<file path="src/pkg/dcd_pkg.sv">
package dcd_pkg;
  // Bus widths
  localparam int ADDR_W = 10;
  localparam int DATA_W = 8;
  localparam int CNT_W = 4;

  // Register offsets
  localparam logic [ADDR_W-1:0] OFF_DIV0_CNT = 10'h190;
  localparam logic [ADDR_W-1:0] OFF_DIV0_CTL = 10'h191;
  localparam logic [ADDR_W-1:0] OFF_DIV0_RTE = 10'h192;
  localparam logic [ADDR_W-1:0] OFF_DIV1_CNT = 10'h196;
  localparam logic [ADDR_W-1:0] OFF_DIV1_CTL = 10'h197;
  localparam logic [ADDR_W-1:0] OFF_STATUS = 10'h19f;

  // Count register fields
  localparam int LOW_MSB = 7;
  localparam int LOW_LSB = 4;
  localparam int HIGH_MSB = 3;
  localparam int HIGH_LSB = 0;

  // Control register fields
  localparam int CTL_BYPASS = 7;
  localparam int CTL_NOSYNC = 6;
  localparam int CTL_FORCE = 5;
  localparam int CTL_START = 4;
  localparam int PHASE_MSB = 3;
  localparam int PHASE_LSB = 0;

  // Routing register fields and writable mask
  localparam int RTE_DIRECT = 1;
  localparam int RTE_DUTY_CORRECTION_DISABLE = 0;
  localparam logic [DATA_W-1:0] RTE_MASK = 8'h03;

  // Status register fields
  localparam int ST_DIFF_PAIR0_FIRST = 0;
  localparam int ST_DIFF_PAIR0_SECOND = 1;
  localparam int ST_RUN0 = 2;
  localparam int ST_RUN1 = 3;

  // Reset values
  localparam logic [DATA_W-1:0] RST_CNT = 8'h00;
  localparam logic [DATA_W-1:0] RST_DIV0_CTL = 8'h80;
  localparam logic [DATA_W-1:0] RST_DIV1_CTL = 8'h00;
  localparam logic [DATA_W-1:0] RST_RTE = 8'h00;

  // Clock-source selector codes
  localparam logic [1:0] SRC_EXT = 2'h0;
  localparam logic [1:0] SRC_DIVONLY = 2'h1;
  localparam logic [1:0] SRC_OSC = 2'h2;

  // Divider sequencing
  typedef enum logic [1:0] {ST_DELAY, ST_LOW, ST_HIGH} dcd_state_t;
endpackage : dcd_pkg

</file>
<file path="src/pkg/dcd_div_if.sv">
`timescale 1ns/1ps
interface dcd_div_if;
  logic [dcd_pkg::CNT_W-1:0] lowCnt;
  logic [dcd_pkg::CNT_W-1:0] highCnt;
  logic [dcd_pkg::CNT_W-1:0] phase;
  logic bypass;
  logic noSync;
  logic forceHigh;
  logic startHigh;
  logic divOut;
  logic running;

  // Register side drives settings, reads the divider state
  modport cfg (output lowCnt, highCnt, phase, bypass, noSync, forceHigh, startHigh,
               input divOut, running);
  // Divider side
  modport div (input lowCnt, highCnt, phase, bypass, noSync, forceHigh, startHigh,
               output divOut, running);
endinterface : dcd_div_if

</file>
<file path="src/core/dcd_divider.sv">
`timescale 1ns/1ps
module dcd_divider (
  // Clock and reset
  input wire logic clk,
  input wire logic resetn,
  // Divider input clock, as level and rising-edge tick
  input wire logic inLevel,
  input wire logic inTick,
  // Chip-level synchronisation
  input wire logic syncReq,
  // Settings and result
  dcd_div_if.div d
);
  dcd_pkg::dcd_state_t state_r;
  logic [dcd_pkg::CNT_W-1:0] cnt_r;
  logic runLevel;

  ////////////////////////////////////////////////////////////////////////
  // Low/high sequencing on input ticks
  always_ff @(posedge clk or negedge resetn) begin
    if (!resetn) begin
      state_r <= dcd_pkg::ST_DELAY;
      cnt_r <= '0;
    end else if (d.bypass || (syncReq && !d.noSync)) begin
      state_r <= dcd_pkg::ST_DELAY;
      cnt_r <= d.phase;
    end else if (inTick) begin
      if (cnt_r != '0) begin
        cnt_r <= cnt_r - 4'h1;
      end else if (state_r == dcd_pkg::ST_LOW) begin
        state_r <= dcd_pkg::ST_HIGH;
        cnt_r <= d.highCnt;
      end else if (state_r == dcd_pkg::ST_HIGH) begin
        state_r <= dcd_pkg::ST_LOW;
        cnt_r <= d.lowCnt;
      end else begin
        state_r <= d.startHigh ? dcd_pkg::ST_HIGH : dcd_pkg::ST_LOW;
        cnt_r <= d.startHigh ? d.highCnt : d.lowCnt;
      end
    end
  end

  // Level implied by the sequencer
  assign runLevel = (state_r == dcd_pkg::ST_HIGH) ||
                    (state_r == dcd_pkg::ST_DELAY && d.startHigh);

  ////////////////////////////////////////////////////////////////////////
  // Output level: bypass, forced, or divided
  always_ff @(posedge clk or negedge resetn) begin
    if (!resetn) begin
      d.divOut <= 1'b0;
    end else if (d.bypass) begin
      d.divOut <= inLevel;
    end else if (syncReq && d.noSync) begin
      d.divOut <= d.forceHigh;
    end else begin
      d.divOut <= runLevel;
    end
  end

  assign d.running = !d.bypass && (state_r != dcd_pkg::ST_DELAY);
endmodule : dcd_divider

</file>
<file path="src/core/dcd_route.sv">
`timescale 1ns/1ps
module dcd_route (
  // Routing controls
  input wire logic directRoute,
  input wire logic [1:0] clkSrcSel,
  // Candidate levels
  input wire logic oscLevel,
  input wire logic extLevel,
  input wire logic divLevel,
  // Selected level for the pair
  output logic pairLevel
);
  // Direct path only for oscillator or external input sources
  always_comb begin
    pairLevel = divLevel;
    if (directRoute) begin
      case (clkSrcSel)
        dcd_pkg::SRC_OSC: pairLevel = oscLevel;
        dcd_pkg::SRC_EXT: pairLevel = extLevel;
        default: pairLevel = divLevel;
      endcase
    end
  end
endmodule : dcd_route

</file>
<file path="src/core/dcd_top.sv">
`timescale 1ns/1ps
module dcd_top (
  // Clock and reset
  input wire logic clk,
  input wire logic resetn,
  // Register port
  input wire logic [dcd_pkg::ADDR_W-1:0] regAddr,
  input wire logic [dcd_pkg::DATA_W-1:0] regWdata,
  input wire logic regWr,
  input wire logic regRd,
  output logic [dcd_pkg::DATA_W-1:0] regRdata,
  // Clock sources and selector
  input wire logic oscClk,
  input wire logic extClk,
  input wire logic [1:0] clkSrcSel,
  // Chip-level synchronisation
  input wire logic syncReq,
  // Outputs
  output logic diffPair0First,
  output logic diffPair0Second,
  output logic div1Out,
  output logic dutyCorrectionDisable
);
  logic [dcd_pkg::DATA_W-1:0] div0Cnt_r;
  logic [dcd_pkg::DATA_W-1:0] div0Ctl_r;
  logic [dcd_pkg::DATA_W-1:0] div0Rte_r;
  logic [dcd_pkg::DATA_W-1:0] div1Cnt_r;
  logic [dcd_pkg::DATA_W-1:0] div1Ctl_r;
  logic [dcd_pkg::DATA_W-1:0] rdNxt;
  logic [dcd_pkg::DATA_W-1:0] status;
  logic divInLevel;
  logic divInPrev_r;
  logic divInTick;
  logic pairLevel;

  dcd_div_if d0 ();
  dcd_div_if d1 ();

  // Address match for a given offset
  function automatic logic hit(input logic [dcd_pkg::ADDR_W-1:0] addr,
                               input logic [dcd_pkg::ADDR_W-1:0] off);
    hit = (addr == off);
  endfunction : hit

  ////////////////////////////////////////////////////////////////////////
  // Register writes
  always_ff @(posedge clk or negedge resetn) begin
    if (!resetn) begin
      div0Cnt_r <= dcd_pkg::RST_CNT;
      div0Ctl_r <= dcd_pkg::RST_DIV0_CTL;
      div0Rte_r <= dcd_pkg::RST_RTE;
      div1Cnt_r <= dcd_pkg::RST_CNT;
      div1Ctl_r <= dcd_pkg::RST_DIV1_CTL;
    end else if (regWr) begin
      if (hit(regAddr, dcd_pkg::OFF_DIV0_CNT)) begin
        div0Cnt_r <= regWdata;
      end
      if (hit(regAddr, dcd_pkg::OFF_DIV0_CTL)) begin
        div0Ctl_r <= regWdata;
      end
      if (hit(regAddr, dcd_pkg::OFF_DIV0_RTE)) begin
        div0Rte_r <= regWdata & dcd_pkg::RTE_MASK;
      end
      if (hit(regAddr, dcd_pkg::OFF_DIV1_CNT)) begin
        div1Cnt_r <= regWdata;
      end
      if (hit(regAddr, dcd_pkg::OFF_DIV1_CTL)) begin
        div1Ctl_r <= regWdata;
      end
    end
  end

  // Live divider state for software
  always_comb begin
    status = '0;
    status[dcd_pkg::ST_DIFF_PAIR0_FIRST] = d0.divOut;
    status[dcd_pkg::ST_DIFF_PAIR0_SECOND] = d1.divOut;
    status[dcd_pkg::ST_RUN0] = d0.running;
    status[dcd_pkg::ST_RUN1] = d1.running;
  end

  // Read mux, unmapped reads return zero
  always_comb begin
    rdNxt = '0;
    if (hit(regAddr, dcd_pkg::OFF_DIV0_CNT)) rdNxt = div0Cnt_r;
    if (hit(regAddr, dcd_pkg::OFF_DIV0_CTL)) rdNxt = div0Ctl_r;
    if (hit(regAddr, dcd_pkg::OFF_DIV0_RTE)) rdNxt = div0Rte_r;
    if (hit(regAddr, dcd_pkg::OFF_DIV1_CNT)) rdNxt = div1Cnt_r;
    if (hit(regAddr, dcd_pkg::OFF_DIV1_CTL)) rdNxt = div1Ctl_r;
    if (hit(regAddr, dcd_pkg::OFF_STATUS)) rdNxt = status;
  end

  // Read data stands for the one cycle after the strobe
  always_ff @(posedge clk or negedge resetn) begin
    if (!resetn) begin
      regRdata <= '0;
    end else begin
      regRdata <= regRd ? rdNxt : '0;
    end
  end

  ////////////////////////////////////////////////////////////////////////
  // Settings to the dividers
  assign d0.lowCnt = div0Cnt_r[dcd_pkg::LOW_MSB:dcd_pkg::LOW_LSB];
  assign d0.highCnt = div0Cnt_r[dcd_pkg::HIGH_MSB:dcd_pkg::HIGH_LSB];
  assign d0.phase = div0Ctl_r[dcd_pkg::PHASE_MSB:dcd_pkg::PHASE_LSB];
  assign d0.bypass = div0Ctl_r[dcd_pkg::CTL_BYPASS];
  assign d0.noSync = div0Ctl_r[dcd_pkg::CTL_NOSYNC];
  assign d0.forceHigh = div0Ctl_r[dcd_pkg::CTL_FORCE];
  assign d0.startHigh = div0Ctl_r[dcd_pkg::CTL_START];
  assign d1.lowCnt = div1Cnt_r[dcd_pkg::LOW_MSB:dcd_pkg::LOW_LSB];
  assign d1.highCnt = div1Cnt_r[dcd_pkg::HIGH_MSB:dcd_pkg::HIGH_LSB];
  assign d1.phase = div1Ctl_r[dcd_pkg::PHASE_MSB:dcd_pkg::PHASE_LSB];
  assign d1.bypass = div1Ctl_r[dcd_pkg::CTL_BYPASS];
  assign d1.noSync = div1Ctl_r[dcd_pkg::CTL_NOSYNC];
  assign d1.forceHigh = div1Ctl_r[dcd_pkg::CTL_FORCE];
  assign d1.startHigh = div1Ctl_r[dcd_pkg::CTL_START];

  // Divider input: external input for source 00b, else oscillator
  assign divInLevel = (clkSrcSel == dcd_pkg::SRC_EXT) ? extClk : oscClk;

  // Rising edges of the divider input
  always_ff @(posedge clk or negedge resetn) begin
    if (!resetn) begin
      divInPrev_r <= 1'b0;
    end else begin
      divInPrev_r <= divInLevel;
    end
  end
  assign divInTick = divInLevel && !divInPrev_r;

  ////////////////////////////////////////////////////////////////////////
  // The two channel dividers
  dcd_divider u_div0 (
    .clk(clk),
    .resetn(resetn),
    .inLevel(divInLevel),
    .inTick(divInTick),
    .syncReq(syncReq),
    .d(d0)
  );

  dcd_divider u_div1 (
    .clk(clk),
    .resetn(resetn),
    .inLevel(divInLevel),
    .inTick(divInTick),
    .syncReq(syncReq),
    .d(d1)
  );

  // Source for the first differential pair
  dcd_route u_route (
    .directRoute(div0Rte_r[dcd_pkg::RTE_DIRECT]),
    .clkSrcSel(clkSrcSel),
    .oscLevel(oscClk),
    .extLevel(extClk),
    .divLevel(d0.divOut),
    .pairLevel(pairLevel)
  );

  ////////////////////////////////////////////////////////////////////////
  // Registered outputs
  always_ff @(posedge clk or negedge resetn) begin
    if (!resetn) begin
      diffPair0First <= 1'b0;
      diffPair0Second <= 1'b0;
      div1Out <= 1'b0;
      dutyCorrectionDisable <= 1'b0;
    end else begin
      diffPair0First <= pairLevel;
      diffPair0Second <= pairLevel;
      div1Out <= d1.divOut;
      dutyCorrectionDisable <= div0Rte_r[dcd_pkg::RTE_DUTY_CORRECTION_DISABLE];
    end
  end

  ////////////////////////////////////////////////////////////////////////
  // Checking helpers: tick counts per phase of divider zero
  logic [5:0] lowTicks_r;
  logic [5:0] highTicks_r;
  logic [5:0] lastLow_r;
  logic lowValid_r;
  logic highValid_r;
  logic periodValid_r;
  logic ctl0Written_r;
  logic upset;
  logic outPrev_r;

  assign upset = regWr || d0.bypass || (syncReq && !d0.noSync) || (syncReq && d0.noSync);

  always_ff @(posedge clk or negedge resetn) begin
    if (!resetn) begin
      outPrev_r <= 1'b0;
      lowTicks_r <= '0;
      highTicks_r <= '0;
      lastLow_r <= '0;
      lowValid_r <= 1'b0;
      highValid_r <= 1'b0;
      periodValid_r <= 1'b0;
    end else begin
      outPrev_r <= d0.divOut;
      if (d0.divOut != outPrev_r) begin
        // A tick landing on the change cycle already belongs to the new phase
        lowTicks_r <= {5'h00, divInTick && !d0.divOut};
        highTicks_r <= {5'h00, divInTick && d0.divOut};
        lowValid_r <= !upset && !d0.divOut && d0.running;
        highValid_r <= !upset && d0.divOut && d0.running;
        if (d0.divOut) begin
          lastLow_r <= lowTicks_r;
          periodValid_r <= lowValid_r && !upset;
        end
      end else begin
        if (divInTick && !d0.divOut) lowTicks_r <= lowTicks_r + 6'h1;
        if (divInTick && d0.divOut) highTicks_r <= highTicks_r + 6'h1;
        if (upset) begin
          lowValid_r <= 1'b0;
          highValid_r <= 1'b0;
          periodValid_r <= 1'b0;
        end
      end
    end
  end

  // Remembers whether control zero was ever written
  always_ff @(posedge clk or negedge resetn) begin
    if (!resetn) begin
      ctl0Written_r <= 1'b0;
    end else if (regWr && hit(regAddr, dcd_pkg::OFF_DIV0_CTL)) begin
      ctl0Written_r <= 1'b1;
    end
  end
endmodule : dcd_top

</file>
<file path="config.mk">
export PLATFORM = sky130hd
export DESIGN_NAME = dcd_top
export DESIGN_NICKNAME = d
export VERILOG_FILES = /design/src/pkg/dcd_pkg.sv /design/src/pkg/dcd_div_if.sv /design/src/core/dcd_divider.sv /design/src/core/dcd_route.sv /design/src/core/dcd_top.sv
export SDC_FILE = /design/constraint.sdc
export NUM_CORES = 1
export LEC_CHECK = 0
export ABC_CLOCK_PERIOD_IN_PS = 1530
export BUFFER_PORTS_ARGS = -buffer_cell sky130_fd_sc_hd__buf_2
export CAP_MARGIN = 20
export CORE_MARGIN = 5
export CORE_UTILIZATION = 40
export DETAILED_ROUTE_END_ITERATION = 8
export HOLD_SLACK_MARGIN = 0.02
export SETUP_SLACK_MARGIN = 0.5
export SYNTH_ARGS = -nofsm -noshare
export SYNTH_HDL_FRONTEND = slang
export SYNTH_SLANG_ARGS = --single-unit
</file>
<file path="constraint.sdc">
create_clock -name clk -period 1.53 [get_ports clk]
set_input_delay 0.306 -clock clk [delete_from_list [all_inputs] [get_ports clk]]
set_output_delay 0.306 -clock clk [all_outputs]
set_load 0.02 [all_outputs]
</file>
======== After elaboration in Yosys (flattened, before gate mapping) ========
Index checks and enable logic that the tools add are counted.
cells by class
  $add $sub $neg .......................... 2
  $mul .................................... 0
  divide/modulo/power cells ............... 0
  $lt $le $gt $ge ......................... 0
  equality and inequality tests ........... 13
  shifts and indexed selects .............. 0
  multiplexer cells ....................... 38
  bitwise gates (word level) .............. 0
  reductions and logical operators ........ 34
operator list
  kind                   number
  $eq A10 B9 Y1 const B  6
  $mux W8                7
  $mux W4                12
  $mux W2                12
  $reduce_and A2 Y1      7
  $logic_and A1 B1 Y1    9
  $reduce_bool A2 Y1     4
  $reduce_bool A4 Y1     2
  $sub A4 B1 Y4 const B  2
  $eq A2 B2 Y1 const B   3
  $logic_not A2 Y1       3
  $mux W1                6
  $logic_not A1 Y1       5
  $eq A2 B1 Y1 const B   2
  $logic_or A1 B1 Y1     4
  $ne A2 B1 Y1 const B   2
  $pmux W1 S2            1
word-level totals
  flip-flop bits (word level) ............. 60
  latch bits .............................. 0
  memory bits (writable) .................. 0
  bits in read-only memories .............. 0
  bits of input ports ..................... 27
  logic and storage cells ................. 103
  memories kept ........................... 0

======== Depth between registers and ports, before layout ========
  depth in word-level cells ............... 8
  mapped depth ............................ 8

======== Cells and area by module ========
A second synthesis with hierarchy kept.
unflattened totals
  cells, all modules ...................... 292
  area total of the unflattened synthesis .. 3,352.0 um^2
modules (own cells, without submodules)
  module       instances  cells an instance  area an instance (um^2)  sequential area each (um^2)
  dcd_top      1          159                2,137.0                  1,152.4
  dcd_divider  2          65                 589.3                    175.2
  dcd_route    1          3                  36.3                     0.0

======== Worst setup path before layout ========
No wires, ideal clock.
  path type ............................... input to register
  start ................................... in regAddr[6] (netlist name)
  end ..................................... reg div1Cnt_r[0] (netlist name)
  library setup time ...................... 125 ps
  data arrival time ....................... 1,648 ps
  required time ........................... 1,405 ps
  slack ................................... -242 ps
  cell stages on the path ................. 5
  path through ............................ nand4bb_1 -> nor3b_2 -> and3_1 -> nor3b_4 -> mux2_2
on the way
  cells in the longest elaborated chain, start to end .. 2
ends and longest elaborated chain
  item                                line           text
  from (decl)                         dcd_top.sv:7   input wire logic [dcd_pkg::ADDR_W-1:0] regAddr,
  $eq A10 B9 Y1                       dcd_top.sv:42  hit = (addr == off);
  $reduce_and A2 Y1 (no source line)  -
  to (signal assigned)                dcd_top.sv:52  div1Cnt_r <= dcd_pkg::RST_CNT;
  to (signal assigned)                dcd_top.sv:65  div1Cnt_r <= regWdata;
  to (decl)                           dcd_top.sv:27  logic [dcd_pkg::DATA_W-1:0] div1Cnt_r;
Every way passes these cells.
A chain may end at the register's enable or synchronous reset.

======== Worst setup path after layout ========
  start ................................... reg div1Ctl_r[4] (netlist name)
  end ..................................... reg u_div1.cnt_r[1] (netlist name)
on the way
  cells in the longest elaborated chain, start to end .. 6
ends and longest elaborated chain
  item                    line               text
  from (decl)             dcd_top.sv:28      logic [dcd_pkg::DATA_W-1:0] div1Ctl_r;
  from (signal assigned)  dcd_top.sv:53      div1Ctl_r <= dcd_pkg::RST_DIV1_CTL;
  from (signal assigned)  dcd_top.sv:68      div1Ctl_r <= regWdata;
  $mux W4                 dcd_divider.sv:38  cnt_r <= d.startHigh ? d.highCnt : d.lowCnt;
  $mux W4                 dcd_divider.sv:33  end else if (state_r == dcd_pkg::ST_HIGH) begin
  $mux W4                 dcd_divider.sv:30  end else if (state_r == dcd_pkg::ST_LOW) begin
  $mux W4                 dcd_divider.sv:28  if (cnt_r != '0) begin
  $mux W4                 dcd_divider.sv:27  end else if (inTick) begin
  $mux W4                 dcd_divider.sv:24  end else if (d.bypass || (syncReq && !d.noSync)) begin
  to (signal assigned)    dcd_divider.sv:26  cnt_r <= d.phase;
  to (signal assigned)    dcd_divider.sv:29  cnt_r <= cnt_r - 4'h1;
  to (signal assigned)    dcd_divider.sv:32  cnt_r <= d.highCnt;
  to (decl)               dcd_divider.sv:15  logic [dcd_pkg::CNT_W-1:0] cnt_r;
Every way passes these cells. The select of a mux whose other input is x is not followed.

==> flow_summary.ini <==
[outcome]
outcome = finished, violations left
violations = negative setup slack

[setup_path]
critPathCaptureType = flop
worstPathArrival_ps = 1740
critPathRequiredTime_ps = 1740
worstSetupPathType = reg2reg
path_max_fanout = 6
crit_path_start_kind = flop

[synthesis]
syn_area_per_cell_sq_um = 10.6
synth_area_sq_um = 3020
yosys_most_used_dff = dfrtp_1
synth_top_cell_area_share_pct = 49.0
ys_async_sr_fraction_pct = 100
yosys-top-cells-area = dfrtp_1 (49%), mux2_2 (15%), a21oi_1 (4.5%), o21ai_0 (3.7%), nand2_1 (2.6%)
yosys_warnings = 0
ys_top_cells_by_count = dfrtp_1 (59), mux2_2 (40), a21oi_1 (27)
synth_seq_area_share_pct = 49.8
synth_most_common_cell = dfrtp_1
syn_inst = 285
yosysUniqueCellTypes = 44
yosysTopAreaCell = dfrtp_1
syn_nets = 314
synth_edf_count = 0
synth-seq-cells = 60

[timing]
tightest_slew_ps = 542
final-max-slew-violation-count = 0
rsz0062_at_grt = yes
period_needed_ps = 1530
hold_violations = 0
fmax_mhz = 654
worst_slack_ps = -0.208
skew_ps = 8.90
fin_crit_sh_pct = 100
slew_headroom_pct = 63.9
timing.hold.ws_ps = 256
setup_viol = 1

[clock_network]
cts.sinks = 60
cts_buffers = 9
cts_tree = done
cts_root_buffer = clkbuf_8
clk_pin_slew_ps = 70
htreeDepth = 3
worstSkewPairLatency_ps = 340
clk_path_buf_depth = 2

[floorplanning]
core_area_sq_um = 7290
pin_count = 39
start_util_pct = 41.4
dieArea_sq_um = 9380
num_rows = 31
die_w_um = 96.8
die_h_um = 96.8

[route]
drt_pass1_iterations = 8
vias = 2732
ant_nets = 0
remaining_drc_errors = 0
initialDrtViolationCount = 195
drt-total-wl_um = 9100
viasPerCell = 5.52
drt-wirelength-per-cell_um = 18.4

[power]
ir_drop_uv = 486
power_density_nw_per_um2 = 797
p_leak_nw = 2.24

[layout]
num_antenna_cells = 0
nets = 420
final_util_pct = 64.3
final_area_sq_um = 4690
syn2layout_area_growth_pct = 55.5
drive_above_1_share_pct = 55.8

[global_route]
grt_pass1_wl_um = 14000
first_global_vias = 2617
gr-total-overflow = 0
grt_antenna_before_repair = 0
track_usage_pct = 18.8
grt_max_degree = 26

[placement]
gp_congestion = 0.895
dp_hpwl_um = 6230
post_dp_cell_area_sq_um = 3710
io_buffer_count = 38

[flow_run]
drv_cap = 0

[min_path]
hp-class = in2reg
==> path summary, 6_finish.rpt <==
| path | start | endpoint | slack [ps] | cells past startpoint |
|---|---|---|---|---|
| setup / recovery | div1Ctl_r[4] | u_div1.cnt_r[1] | -0.2 | 4 |
| hold / removal | regWdata[7] | div1Cnt_r[7] | 260 | 2 |
| setup reg to reg | div1Ctl_r[4] | u_div1.cnt_r[1] | -0.2 | 4 |
| hold reg to reg | div0Rte_r[0] | dutyCorrectionDisable | 420 | 0 |
| max in group asynchronous | resetn | div0Ctl_r[7] | 650 | 3 |
| min in group asynchronous | resetn | diffPair0Second | 400 | 2 |
==> power by group <==
part           leakage, nW  total [mW]  switching (mW)  internal [mW]
registers            0.821        1.68          0.0429           1.63
clock network       0.0937        1.35           0.629          0.721
logic                 1.32       0.712           0.362          0.350
==> cell usage in the layout (no fill, tap or decap), types with 7 or more instances in the layout <==
cell type,netlist,final
dfrtp_1,59,59
a21oi_2,0,9
nor2_1,20,13
buf_2,2,22
clkbuf_8,0,12
a21o_1,7,7
inv_1,14,11
mux2_4,0,36
mux2i_1,7,7
buf_6,0,31
nand2_1,21,17
a21oi_1,27,16
o21ai_1,0,12
buf_4,1,45
==> metal layers <==
metal	GRT usage (%)	vias to the layer above	wire length, um
met5	0	-	0
met4	7.02	0	216
met3	4.68	18	506
met2	29.6	96	4290
met1	25.0	1372	4090
li1	-	1246	-
==> logic make-up after synthesis <==
family	after synthesis	share of synthesized area (%)
AO/OA/AOI/OAI	75	15.3
flip-flops	60	49.8
adder cells (fa/ha/maj)	4	1.49
multiplexers	47	17.3
AND/OR/NAND/NOR	75	12.9
buffers and inverters	24	3.19
==> layout make-up <==
class                   count  area [sq um]
clock inverters             1          5.00
repair buffers            104           895
flip-flops and latches     60          1500
well taps                  99           124
multi-input cells         201          1930
inverters                  15          56.3
fillers                   574          2600
clock buffers              15           176
==> what timing repair did <==
action / CTS / global route
hold endpoints to repair: 13 / 0
resized for setup: 87 / 60
pin swaps: 33 / 19
endpoints found under the setup margin: 68 / 69
hold buffers: 1 / 0
buffers inserted: 18 / 10
cloned: 0 / 0
==> sequential cells by signal, summed over array words and instances (netlist names), 2 cells and up <==
name            cells
div0Cnt_r           8
div0Ctl_r           8
div0Rte_r           2
div1Cnt_r           8
div1Ctl_r           8
regRdata            8
u_div0.cnt_r        4
u_div0.state_r      2
u_div1.cnt_r        4
u_div1.state_r      2
==> critical path, stage by stage (launching register included) <==
cell and delay (ps):
dfrtp_1 400, maj3_2 410, mux2_4 330, o21ai_2 120, o311ai_1 120
==> metrics by stage <==
| step | setup WS (ps) | TNS, ps | std cells | total power [mW] |
|---|---|---|---|---|
| 4_1_cts | 20.2 | 0 | 485 | 3.66 |
| 6_report | -0.208 | -0.208 | 495 | 3.74 |
| 5_1_grt | -46.6 | -122 | 495 | 3.88 |
| 3_5_place_dp | -419 | -12520 | 450 | 2.21 |
| 2_1_floorplan | -241 | -3190 | 285 | 1.99 |
| 3_3_place_gp | -372 | -10480 | 450 | 2.20 |
Note: power is estimated with default switching activity, not from simulation.
